<file path="config.mk">
export PLATFORM = sky130hd
export DESIGN_NAME = dsf_status_flags
export DESIGN_NICKNAME = d
export VERILOG_FILES = /design/src/dsf_pkg.sv /design/src/dsf_status_flags.sv
export SDC_FILE = /design/constraint.sdc
export NUM_CORES = 1
export LEC_CHECK = 0
export BUFFER_PORTS_ARGS = -buffer_cell sky130_fd_sc_hd__buf_2
export CAP_MARGIN = 5
export CORE_UTILIZATION = 40
export CTS_CLUSTER_DIAMETER = 200
export DETAILED_ROUTE_END_ITERATION = 10
export PLACE_DENSITY = 0.6
export SYNTH_ARGS = -nofsm -noshare
export SYNTH_HDL_FRONTEND = slang
export SYNTH_SLANG_ARGS = --single-unit
export TNS_END_PERCENT = 5
</file>
<file path="constraint.sdc">
create_clock -name clk -period 4.6 [get_ports clk]
set_input_delay 0.69 -clock clk [delete_from_list [all_inputs] [get_ports clk]]
set_output_delay 0.69 -clock clk [all_outputs]
set_load 0.005 [all_outputs]
</file>
<file path="src/dsf_pkg.sv">
// package: constants, types and register map of the dma status event flags
//==========================================================================
// Functional notes
// - set bit 11 when the general purpose countdown timer expires
// - set bit 9 when the receive watchdog times out
// - set bit 8 when the receive engine enters its stopped state
// - missing receive descriptor sets bit 7 and suspends reception
// - reception resumes on owned descriptor plus poll, or new frame
// - set bit 6 each time a frame reception finishes
// - transmit underflow sets bit 5, suspends, marks descriptor bit 1
// - jabber expiry sets bit 3, stops transmit, marks descriptor bit 14
// - missing transmit descriptor sets bit 2 and suspends transmission
// - transmit resumes on owned descriptor plus poll unless auto polling
// - set bit 1 whenever the transmit engine is stopped
// - flags stay latched; writing one to a bit clears it
// - bit 16 is set while bit 2 or bit 6 is set
// - bit 15 is set while any abnormal flag is set
package dsf_pkg;
    //======================================================================
    // register map (word addresses, word index in avs address)
    localparam logic [2:0] ADDR_STATUS = 3'h0;
    localparam logic [2:0] ADDR_MASK = 3'h1;
    localparam logic [2:0] ADDR_GP_TIMER = 3'h2;
    localparam logic [2:0] ADDR_WATCHDOG = 3'h3;
    localparam logic [2:0] ADDR_POLL = 3'h4;
    //======================================================================
    // status field positions
    localparam int BIT_TX_STOPPED = 1;
    localparam int BIT_TX_NO_DESC = 2;
    localparam int BIT_TX_JABBER = 3;
    localparam int BIT_TX_UNDERRUN = 5;
    localparam int BIT_RX_DONE = 6;
    localparam int BIT_RX_NO_DESC = 7;
    localparam int BIT_RX_STOPPED = 8;
    localparam int BIT_RX_WATCHDOG = 9;
    localparam int BIT_GP_TIMER = 11;
    localparam int BIT_ABNORMAL_SUM = 15;
    localparam int BIT_NORMAL_SUM = 16;
    localparam logic [31:0] FLAG_MASK = 32'h0000_0bee;
    localparam logic [31:0] NORMAL_MASK = 32'h0000_0044;
    localparam logic [31:0] ABNORMAL_MASK = 32'h0000_0baa;
    //======================================================================
    // descriptor status word bits, poll register bits, timer config
    localparam int DESC_UNDERRUN_BIT = 1;
    localparam int DESC_JABBER_BIT = 14;
    localparam int POLL_TX_BIT = 0;
    localparam int POLL_RX_BIT = 1;
    localparam int POLL_AUTO_BIT = 2;
    localparam int POLL_TX_SUSP_BIT = 3;
    localparam int POLL_RX_SUSP_BIT = 4;
    localparam int CFG_MODE_BIT = 16;
    localparam logic [31:0] RESET_ZERO = 32'h0000_0000;
    localparam logic [16:0] CFG_RESET = 17'h0_0000;
    //======================================================================
    // engine states
    typedef enum logic [1:0] {
        DSF_TX_RUN = 2'b00,
        DSF_TX_SUSP = 2'b01,
        DSF_TX_HALT = 2'b10
    } dsf_tx_state_t;
    typedef enum logic [0:0] {
        DSF_RX_RUN = 1'b0,
        DSF_RX_SUSP = 1'b1
    } dsf_rx_state_t;
    //======================================================================
    // event inputs from the dma engines, all on clk
    typedef struct packed {
        logic txStopped;
        logic txNoDesc;
        logic txJabber;
        logic txUnderflow;
        logic txDescOwned;
        logic rxStopped;
        logic rxNoDesc;
        logic rxFrameDone;
        logic rxFrameArrive;
        logic rxDescOwned;
        logic rxActive;
    } dsf_events_t;
    //======================================================================
    // complete block state
    typedef struct packed {
        logic [31:0] flags;
        logic [31:0] mask;
        logic [16:0] gpCfg;
        logic [15:0] gpCount;
        logic [16:0] wdCfg;
        logic [15:0] wdCount;
        logic autoPoll;
        logic rxStopPrev;
        dsf_tx_state_t txState;
        dsf_rx_state_t rxState;
        logic [31:0] txDescWord;
        logic txDescWrite;
        logic waitReq;
        logic [31:0] readData;
        logic irq;
    } dsf_state_t;
endpackage

</file>
<file path="src/dsf_status_flags.sv">
// module: dma status event flags, engine suspend control, avalon slave
//
// Register access over Avalon-MM and the placing of the registers were left to the implementer.
`timescale 1ns/10ps
module dsf_status_flags
    import dsf_pkg::*;
(
    input wire logic clk,
    input wire logic rst_n,
    input wire logic [2:0] avsAddress,
    input wire logic avsRead,
    input wire logic avsWrite,
    input wire logic [31:0] avsWritedata,
    input wire logic [3:0] avsByteenable,
    output logic [31:0] avsReaddata,
    output logic avsWaitrequest,
    input wire dsf_events_t ev,
    output logic irq,
    output logic txSuspend,
    output logic txHalt,
    output logic rxSuspend,
    output logic [31:0] txDescStatusWord,
    output logic txDescStatusWrite
);
    //======================================================================
    // helpers
    function automatic logic [31:0] beMask(input logic [3:0] be);
        beMask = {{8{be[3]}}, {8{be[2]}}, {8{be[1]}}, {8{be[0]}}};
    endfunction

    function automatic logic [31:0] merge(input logic [31:0] old,
        input logic [31:0] wd, input logic [3:0] be);
        merge = (old & ~beMask(be)) | (wd & beMask(be));
    endfunction

    dsf_state_t st;
    dsf_state_t next_st;
    logic access;
    logic accept;
    logic [31:0] wdMasked;
    logic [31:0] setBits;
    logic [31:0] clrBits;
    logic [31:0] statusView;
    logic gpExpire;
    logic wdExpire;
    logic txPoll;
    logic rxPoll;

    //======================================================================
    // next state
    always_comb
    begin
        next_st = st;
        access = avsRead | avsWrite;
        accept = access & ~st.waitReq;
        wdMasked = avsWritedata & beMask(avsByteenable);
        setBits = RESET_ZERO;
        clrBits = RESET_ZERO;
        gpExpire = 1'b0;
        wdExpire = 1'b0;
        txPoll = 1'b0;
        rxPoll = 1'b0;
        statusView = st.flags;
        statusView[BIT_NORMAL_SUM] = |(st.flags & NORMAL_MASK);
        statusView[BIT_ABNORMAL_SUM] = |(st.flags & ABNORMAL_MASK);

        // bus: one wait cycle, then the access completes
        next_st.waitReq = ~(access & st.waitReq);
        if (access && st.waitReq)
        begin
            case (avsAddress)
                ADDR_STATUS: next_st.readData = statusView;
                ADDR_MASK: next_st.readData = st.mask;
                ADDR_GP_TIMER: next_st.readData = {15'h0000, st.gpCfg};
                ADDR_WATCHDOG: next_st.readData = {15'h0000, st.wdCfg};
                ADDR_POLL:
                begin
                    next_st.readData = RESET_ZERO;
                    next_st.readData[POLL_AUTO_BIT] = st.autoPoll;
                    next_st.readData[POLL_TX_SUSP_BIT] = st.txState[0];
                    next_st.readData[POLL_RX_SUSP_BIT] = st.rxState[0];
                end
                default: next_st.readData = RESET_ZERO;
            endcase
        end

        if (accept && avsWrite)
        begin
            case (avsAddress)
                ADDR_STATUS: clrBits = wdMasked & FLAG_MASK;
                ADDR_MASK: next_st.mask =
                    merge(st.mask, avsWritedata, avsByteenable) & FLAG_MASK;
                ADDR_GP_TIMER:
                begin
                    next_st.gpCfg = 17'(merge({15'h0000, st.gpCfg},
                        avsWritedata, avsByteenable));
                    next_st.gpCount = next_st.gpCfg[15:0];
                end
                ADDR_WATCHDOG:
                begin
                    next_st.wdCfg = 17'(merge({15'h0000, st.wdCfg},
                        avsWritedata, avsByteenable));
                    next_st.wdCount = 16'h0000;
                end
                ADDR_POLL:
                begin
                    txPoll = wdMasked[POLL_TX_BIT];
                    rxPoll = wdMasked[POLL_RX_BIT];
                    if (avsByteenable[0])
                        next_st.autoPoll = avsWritedata[POLL_AUTO_BIT];
                end
                default: next_st.autoPoll = st.autoPoll;
            endcase
        end

        if (st.gpCount != 16'h0000 && !(accept && avsWrite &&
            avsAddress == ADDR_GP_TIMER))
        begin
            next_st.gpCount = st.gpCount - 16'h0001;
            if (st.gpCount == 16'h0001)
            begin
                gpExpire = 1'b1;
                if (st.gpCfg[CFG_MODE_BIT])
                    next_st.gpCount = st.gpCfg[15:0];
            end
        end

        if (!ev.rxActive)
            next_st.wdCount = 16'h0000;
        else if (st.wdCount != st.wdCfg[15:0] && !st.wdCfg[CFG_MODE_BIT])
        begin
            next_st.wdCount = st.wdCount + 16'h0001;
            wdExpire = (st.wdCount + 16'h0001) == st.wdCfg[15:0];
        end

        setBits[BIT_GP_TIMER] = gpExpire;
        setBits[BIT_RX_WATCHDOG] = wdExpire;
        next_st.rxStopPrev = ev.rxStopped;
        setBits[BIT_RX_STOPPED] = ev.rxStopped & ~st.rxStopPrev;
        setBits[BIT_RX_DONE] = ev.rxFrameDone;
        setBits[BIT_TX_STOPPED] = ev.txStopped;

        case (st.rxState)
            DSF_RX_RUN:
            begin
                if (ev.rxNoDesc)
                begin
                    setBits[BIT_RX_NO_DESC] = 1'b1;
                    next_st.rxState = DSF_RX_SUSP;
                end
            end
            DSF_RX_SUSP:
            begin
                if (ev.rxNoDesc)
                    setBits[BIT_RX_NO_DESC] = 1'b1;
                else if ((rxPoll && ev.rxDescOwned) || ev.rxFrameArrive)
                    next_st.rxState = DSF_RX_RUN;
            end
            default: next_st.rxState = DSF_RX_RUN;
        endcase

        // transmit events, jabber first, then underflow, then descriptor
        next_st.txDescWrite = 1'b0;
        if (ev.txJabber)
        begin
            setBits[BIT_TX_JABBER] = 1'b1;
            next_st.txState = DSF_TX_HALT;
            next_st.txDescWord = RESET_ZERO;
            next_st.txDescWord[DESC_JABBER_BIT] = 1'b1;
            next_st.txDescWrite = 1'b1;
        end
        else if (ev.txUnderflow)
        begin
            setBits[BIT_TX_UNDERRUN] = 1'b1;
            next_st.txState = DSF_TX_SUSP;
            next_st.txDescWord = RESET_ZERO;
            next_st.txDescWord[DESC_UNDERRUN_BIT] = 1'b1;
            next_st.txDescWrite = 1'b1;
        end
        else if (ev.txNoDesc)
        begin
            setBits[BIT_TX_NO_DESC] = 1'b1;
            next_st.txState = DSF_TX_SUSP;
        end
        else
        begin
            case (st.txState)
                DSF_TX_RUN: next_st.txState = DSF_TX_RUN;
                DSF_TX_SUSP:
                begin
                    if (ev.txDescOwned && (st.autoPoll || txPoll))
                        next_st.txState = DSF_TX_RUN;
                end
                DSF_TX_HALT:
                begin
                    if (txPoll)
                        next_st.txState = DSF_TX_RUN;
                end
                default: next_st.txState = DSF_TX_RUN;
            endcase
        end

        next_st.flags = ((st.flags & ~clrBits) | setBits) & FLAG_MASK;
        next_st.irq = |(next_st.flags & next_st.mask);
    end

    //======================================================================
    // state register
    always_ff @(posedge clk or negedge rst_n)
    begin
        if (!rst_n)
        begin
            st <= '{flags: RESET_ZERO, mask: RESET_ZERO, gpCfg: CFG_RESET,
                gpCount: 16'h0000, wdCfg: CFG_RESET, wdCount: 16'h0000,
                autoPoll: 1'b0, rxStopPrev: 1'b0, txState: DSF_TX_RUN,
                rxState: DSF_RX_RUN, txDescWord: RESET_ZERO,
                txDescWrite: 1'b0, waitReq: 1'b1, readData: RESET_ZERO,
                irq: 1'b0};
        end
        else
        begin
            st <= next_st;
        end
    end

    assign avsReaddata = st.readData;
    assign avsWaitrequest = st.waitReq;
    assign irq = st.irq;
    assign txSuspend = st.txState[0];
    assign txHalt = st.txState[1];
    assign rxSuspend = st.rxState[0];
    assign txDescStatusWord = st.txDescWord;
    assign txDescStatusWrite = st.txDescWrite;

    logic clrHit6;
    assign clrHit6 = accept && avsWrite && avsAddress == ADDR_STATUS &&
        avsByteenable[0] && avsWritedata[BIT_RX_DONE];
endmodule // dsf_status_flags

</file>
* Word level (Yosys, flattened, before mapping)
Index checks and enable logic that the tools add are counted.
** Cells by class
- Add/subtract/negate cells :: 2
- $mul :: 0
- Divide/modulo/power cells :: 0
- $lt $le $gt $ge :: 0
- Equality and inequality tests :: 13
- Shift operators :: 0
- Muxes and demuxes :: 40
- Bitwise gates (word level) :: 20
- Reduce and logical (&&, ||, !) cells :: 25
** Operators by type and width (count)
- 32-bit one-hot mux with 5 select lines :: 1
- 33-bit two-way mux :: 4
- 99-bit two-way mux :: 1
- 16-bit two-way mux :: 5
- 17-bit AND :: 3
- 17-bit bitwise OR :: 2
- 12-bit by 32-bit AND with 32-bit output :: 1
- 32-bit two-way mux :: 1
- 32-bit OR reduction :: 1
- 12-bit AND :: 2
- 12-bit two-way mux :: 2
- 12-bit bitwise OR :: 2
- 1-bit two-way mux :: 19
- 17-bit inverter :: 1
- 16-bit by 1-bit adder with 16-bit output, second input constant :: 1
- 16-bit by 1-bit == test with 1-bit output, second input constant :: 1
- 16-bit == test :: 1
- 16-bit != test :: 1
- 16-bit nonzero test :: 1
- 16-bit by 1-bit subtractor with 16-bit output, second input constant :: 1
- 12-bit inverter :: 1
- 2-bit two-way mux :: 5
- 5-bit != test, second input constant :: 2
- 2-bit AND reduction :: 5
- other kinds (19) :: 36
** Storage, ports and cells
- Register bits :: 179
- Bits in latches :: 0
- RAM bits :: 0
- Bits in read-only memories :: 0
- Input port bits :: 54
- Output and inout bits :: 70
- Word-level logic and storage cells :: 115
- Memories kept :: 0

* Depth between registers and ports, before layout
- Depth after elaboration :: 11
- Gate-level depth with buffers :: 9
- Mapped depth without buffers :: 7

* Worst setup path before layout
No wires, ideal clock.
- Path type :: input to register
- From :: input port avsAddress[0]
- To :: register st (netlist bit irq)
- Setup time :: 0.126 ns
- Data arrival time :: 2.393 ns
- Required time :: 4.474 ns
- Path slack :: 2.081 ns
- Stages :: 8
- Cells stage by stage :: buf_2 -> or4b_1 -> buf_2 -> o31ai_1 -> a22oi_1 -> a2111oi_2 -> o2111a_1 -> o31ai_1
** RTL lines
- start: declaration :: line dsf_status_flags.sv:10 : input wire logic [2:0] avsAddress,
- end signal: assignment :: line dsf_status_flags.sv:213 : st <= '{flags: RESET_ZERO, mask: RESET_ZERO, gpCfg: CFG_RESET,
- end signal: assignment :: line dsf_status_flags.sv:222 : st <= next_st;
- end: declaration :: line dsf_status_flags.sv:36 : dsf_state_t st;

* Worst setup path after layout
- From :: input port avsAddress[1]
- To :: register st[72] (netlist name)
** Between the ends
- Longest elaborated chain between the ends :: 3
** Ends and longest elaborated chain
- 3-bit by 2-bit == test with 1-bit output :: line dsf_status_flags.sv:89 : case (avsAddress)
- 3-bit by 1-bit != test with 1-bit output (no source line)
- 2-bit AND reduction (no source line)
Every way passes these cells.
A chain may end at the register's enable or synchronous reset.

==> metrics.yaml <==
status:
  status: "finished clean"
synthesis:
  ys_seq_area_share_pct: 42.0
  synthTopCellsByArea: "dfrtp_1 (42%), buf_4 (7.4%), mux2i_1 (5.3%)"
  ys_seq_elements: 111
  yosysUniqueCellTypes: 62
  synth_cells: 670
  ys.flop_type: "dfrtp_1"
  yosys_warnings: 0
  synth_edf_count: 0
  avgSynthCellArea_um2: 9.89
  synth_area_um2: 6620
  async_flop_share_pct: 100
  synth_top_cell_by_area: "dfrtp_1"
  synth.top_cell.area_share_pct: 41.6
sta:
  finalHoldViolCount: 0
  finalCriticalPeriod_ps: 2850
  slew-limit-headroom_pct: 25.5
  rsz0062_at_grt: "false"
  setup_viol: 0
  fin_worst_skew_ps: 6.43
  max_freq_mhz: 351
  fin_tns_setup_ps: 0
  drv_slew: 0
  tightest_slew_ps: 1120
  fin_crit_sh_pct: 61.9
power_and_ir_drop:
  p_leak_nw: 3.16
  ir_drop_uv: 191
  cellPowerDensity_nw_per_um2: 415
setup_path:
  end_kind: "register"
  path_delay_family: "simple AND/OR/NAND/NOR gates"
  slowest_stage: "nor3_1"
  reg2reg_from: "st[107]"
  cp.required_ps: 4840
  path_cells: "buf_2 > nand2b_1 > nor3_1 > nor2b_1 > and2_1 > mux2_2"
  r2r_cells: 5
  cp_max_fo: 18
  reg2reg_to: "st[105]"
  crit_cells: 6
  timing.critical_path.buf_inv: 1
  critPathKind: "primary input to register"
  worstPathArrival_ps: 3090
  timing.reg2reg.setup_slack_ps: 1830
  critPathMaxStageDelay_ps: 630
  cp-start-kind: "primary input"
clocking:
  cts_buffers: 9
  clkLatencyLatePin_ps: 360
  post-cts-setup-buffers: 0
  h-tree-depth: 3
  cts_tree: "done"
  clk_pin_slew_ps: 70
  ctsHoldBuffers: 0
  cts.sinks: 111
  clockBufferDepth: 2
  cts_root_buf: "clkbuf_16"
  cts_resized: 0
floorplanning:
  die_h_um: 131
  die_width_um: 131
  die_area_um2: 17100
  rows: 46
  start_util_pct: 41.4
  io_pins: 124
  coreArea_um2: 16000
global_routing:
  grt_pass1_wl_um: 26400
  track_usage_pct: 20.3
  antenna_found_initial: 1
  overflow: 0
  grt_pass1_vias: 4827
  grt_max_degree: 80
min_path:
  hold_start: "st[70]"
  hold_end: "st[178]"
  hold_class: "register to register"
  hold_path_depth: 1
detailed_routing:
  ant_nets: 0
  drtIter0Drc: 460
  drt-wirelength-per-cell_um: 18.2
  drt_pass1_iterations: 5
  vias: 5043
  drc: 0
  viasPerCell: 5.54
  wirelength_um: 16600
finish:
  antenna_cells: 0
  drive_gt1_share_pct: 18.3
  num-fill-cells: 1575
  fin_nets: 747
  multi_input_area_um2: 3280
  areaGrowthSynthToFinish_pct: 5.91
  layout_commonest_cell: "dfrtp_1"
  regArea_um2: 2780
  final_cells: 910
  most-common-layout-cells: "dfrtp_1 (110), nand2_1 (68), buf_2 (61), conb_1 (45), o21ai_0 (42)"
placement:
  gp_congestion: 0.908
  hpwl_um: 12300
  dp.cells: 895
  port-buffer-count: 62
flow_run:
  max_cap_violations: 0
[sequential cells by signal, indices dropped and copies added (netlist names)]
signal,cells
irq,1
rxSuspend,1
txSuspend,1
st,86
txHalt,1
txDescStatusWord,2
txDescStatusWrite,1
avsReaddata,17
avsWaitrequest,1
[routing by layer]
| layer | share of wire (%) | global-route usage, % | vias to the layer above |
|---|---|---|---|
| li1 | - | - | 2350 |
| met1 | 45 | 27.2 | 2474 |
| met2 | 47 | 32.9 | 182 |
| met3 | 5.5 | 3.42 | 35 |
| met4 | 2.4 | 7.98 | 2 |
| met5 | 0.060 | 0 | - |
[Yosys cell counts (4+ instances only)]
master	n
or3_1	5
nand3_1	18
nand2b_1	7
clkbuf_1	22
nand2_1	68
a22o_1	20
o21ai_0	42
buf_2	5
nor4_1	6
buf_4	65
a22oi_1	12
o22ai_1	14
o31ai_1	15
nand4_1	11
mux2_2	29
xor2_1	15
inv_1	21
a21oi_1	4
xnor2_1	19
nor2_1	28
mux2i_1	35
a31oi_1	8
nand3b_1	5
nor3_1	16
nor2b_1	6
buf_6	4
mux4_2	8
dfrtp_1	110
[cells by family (layout without fill, tap and decap cells)]
group | Yosys count | after routing | share of synthesized area, %
multiplexers | 72 | 72 | 12.9
AND/OR/NAND/NOR | 193 | 193 | 14.8
other | 1 | 45 | 0.0566
AO/OA/AOI/OAI | 135 | 135 | 13.9
adder cells (fa/ha/maj) | 3 | 3 | 0.567
XOR/XNOR | 35 | 35 | 4.74
flip-flops | 111 | 111 | 42.0
buffers and inverters | 120 | 100 | 11.0
[per-stage QoR]
step / hold slack (ps) / power (mW) / utilization (%) / cell area [um2] / setup WS [ps]
final: 464 / 2.91 / 43.8 / 7020 / 1750
after global routing: 476 / 3.08 / 43.8 / 7020 / 1580
after CTS: 466 / 2.92 / 43.8 / 7020 / 1650
after detailed placement: 457 / 2.17 / 42.1 / 6740 / 1290
after global placement: 459 / 2.14 / 42.1 / 6740 / 1430
after floorplan: 394 / 1.97 / - / 6790 / 2080
[cell type report]
type	instances	area share, %
clock buffer	13	3.71
clock inverter	2	0.232
sequential	111	39.6
timing repair buffer	64	4.67
multi-input combinational	483	46.8
tap	216	3.85
inverter	21	1.12
[how the worst max path moves through the flow]
stage,from,to
CTS,avsAddress[1],st[72]
global route,st[107],st[105]
floorplan,avsAddress[0],irq
finish,avsAddress[1],st[72]
global placement,avsAddress[1],st[72]
detailed placement,avsAddress[1],st[72]
[where the power goes]
group | internal, mW | total, mW | switching (mW)
clock | 0.396 | 0.755 | 0.359
sequential | 1.17 | 1.37 | 0.201
combinational | 0.380 | 0.787 | 0.408
[worst reg2reg max path, cell delays in order, from the launching register on]
cell and delay [ps]:
dfrtp_1 420, nor3_1 640, and3_1 270, nand3_1 700, o21ai_0 410, o311ai_0 180
Power figures use the tool's default switching activity.
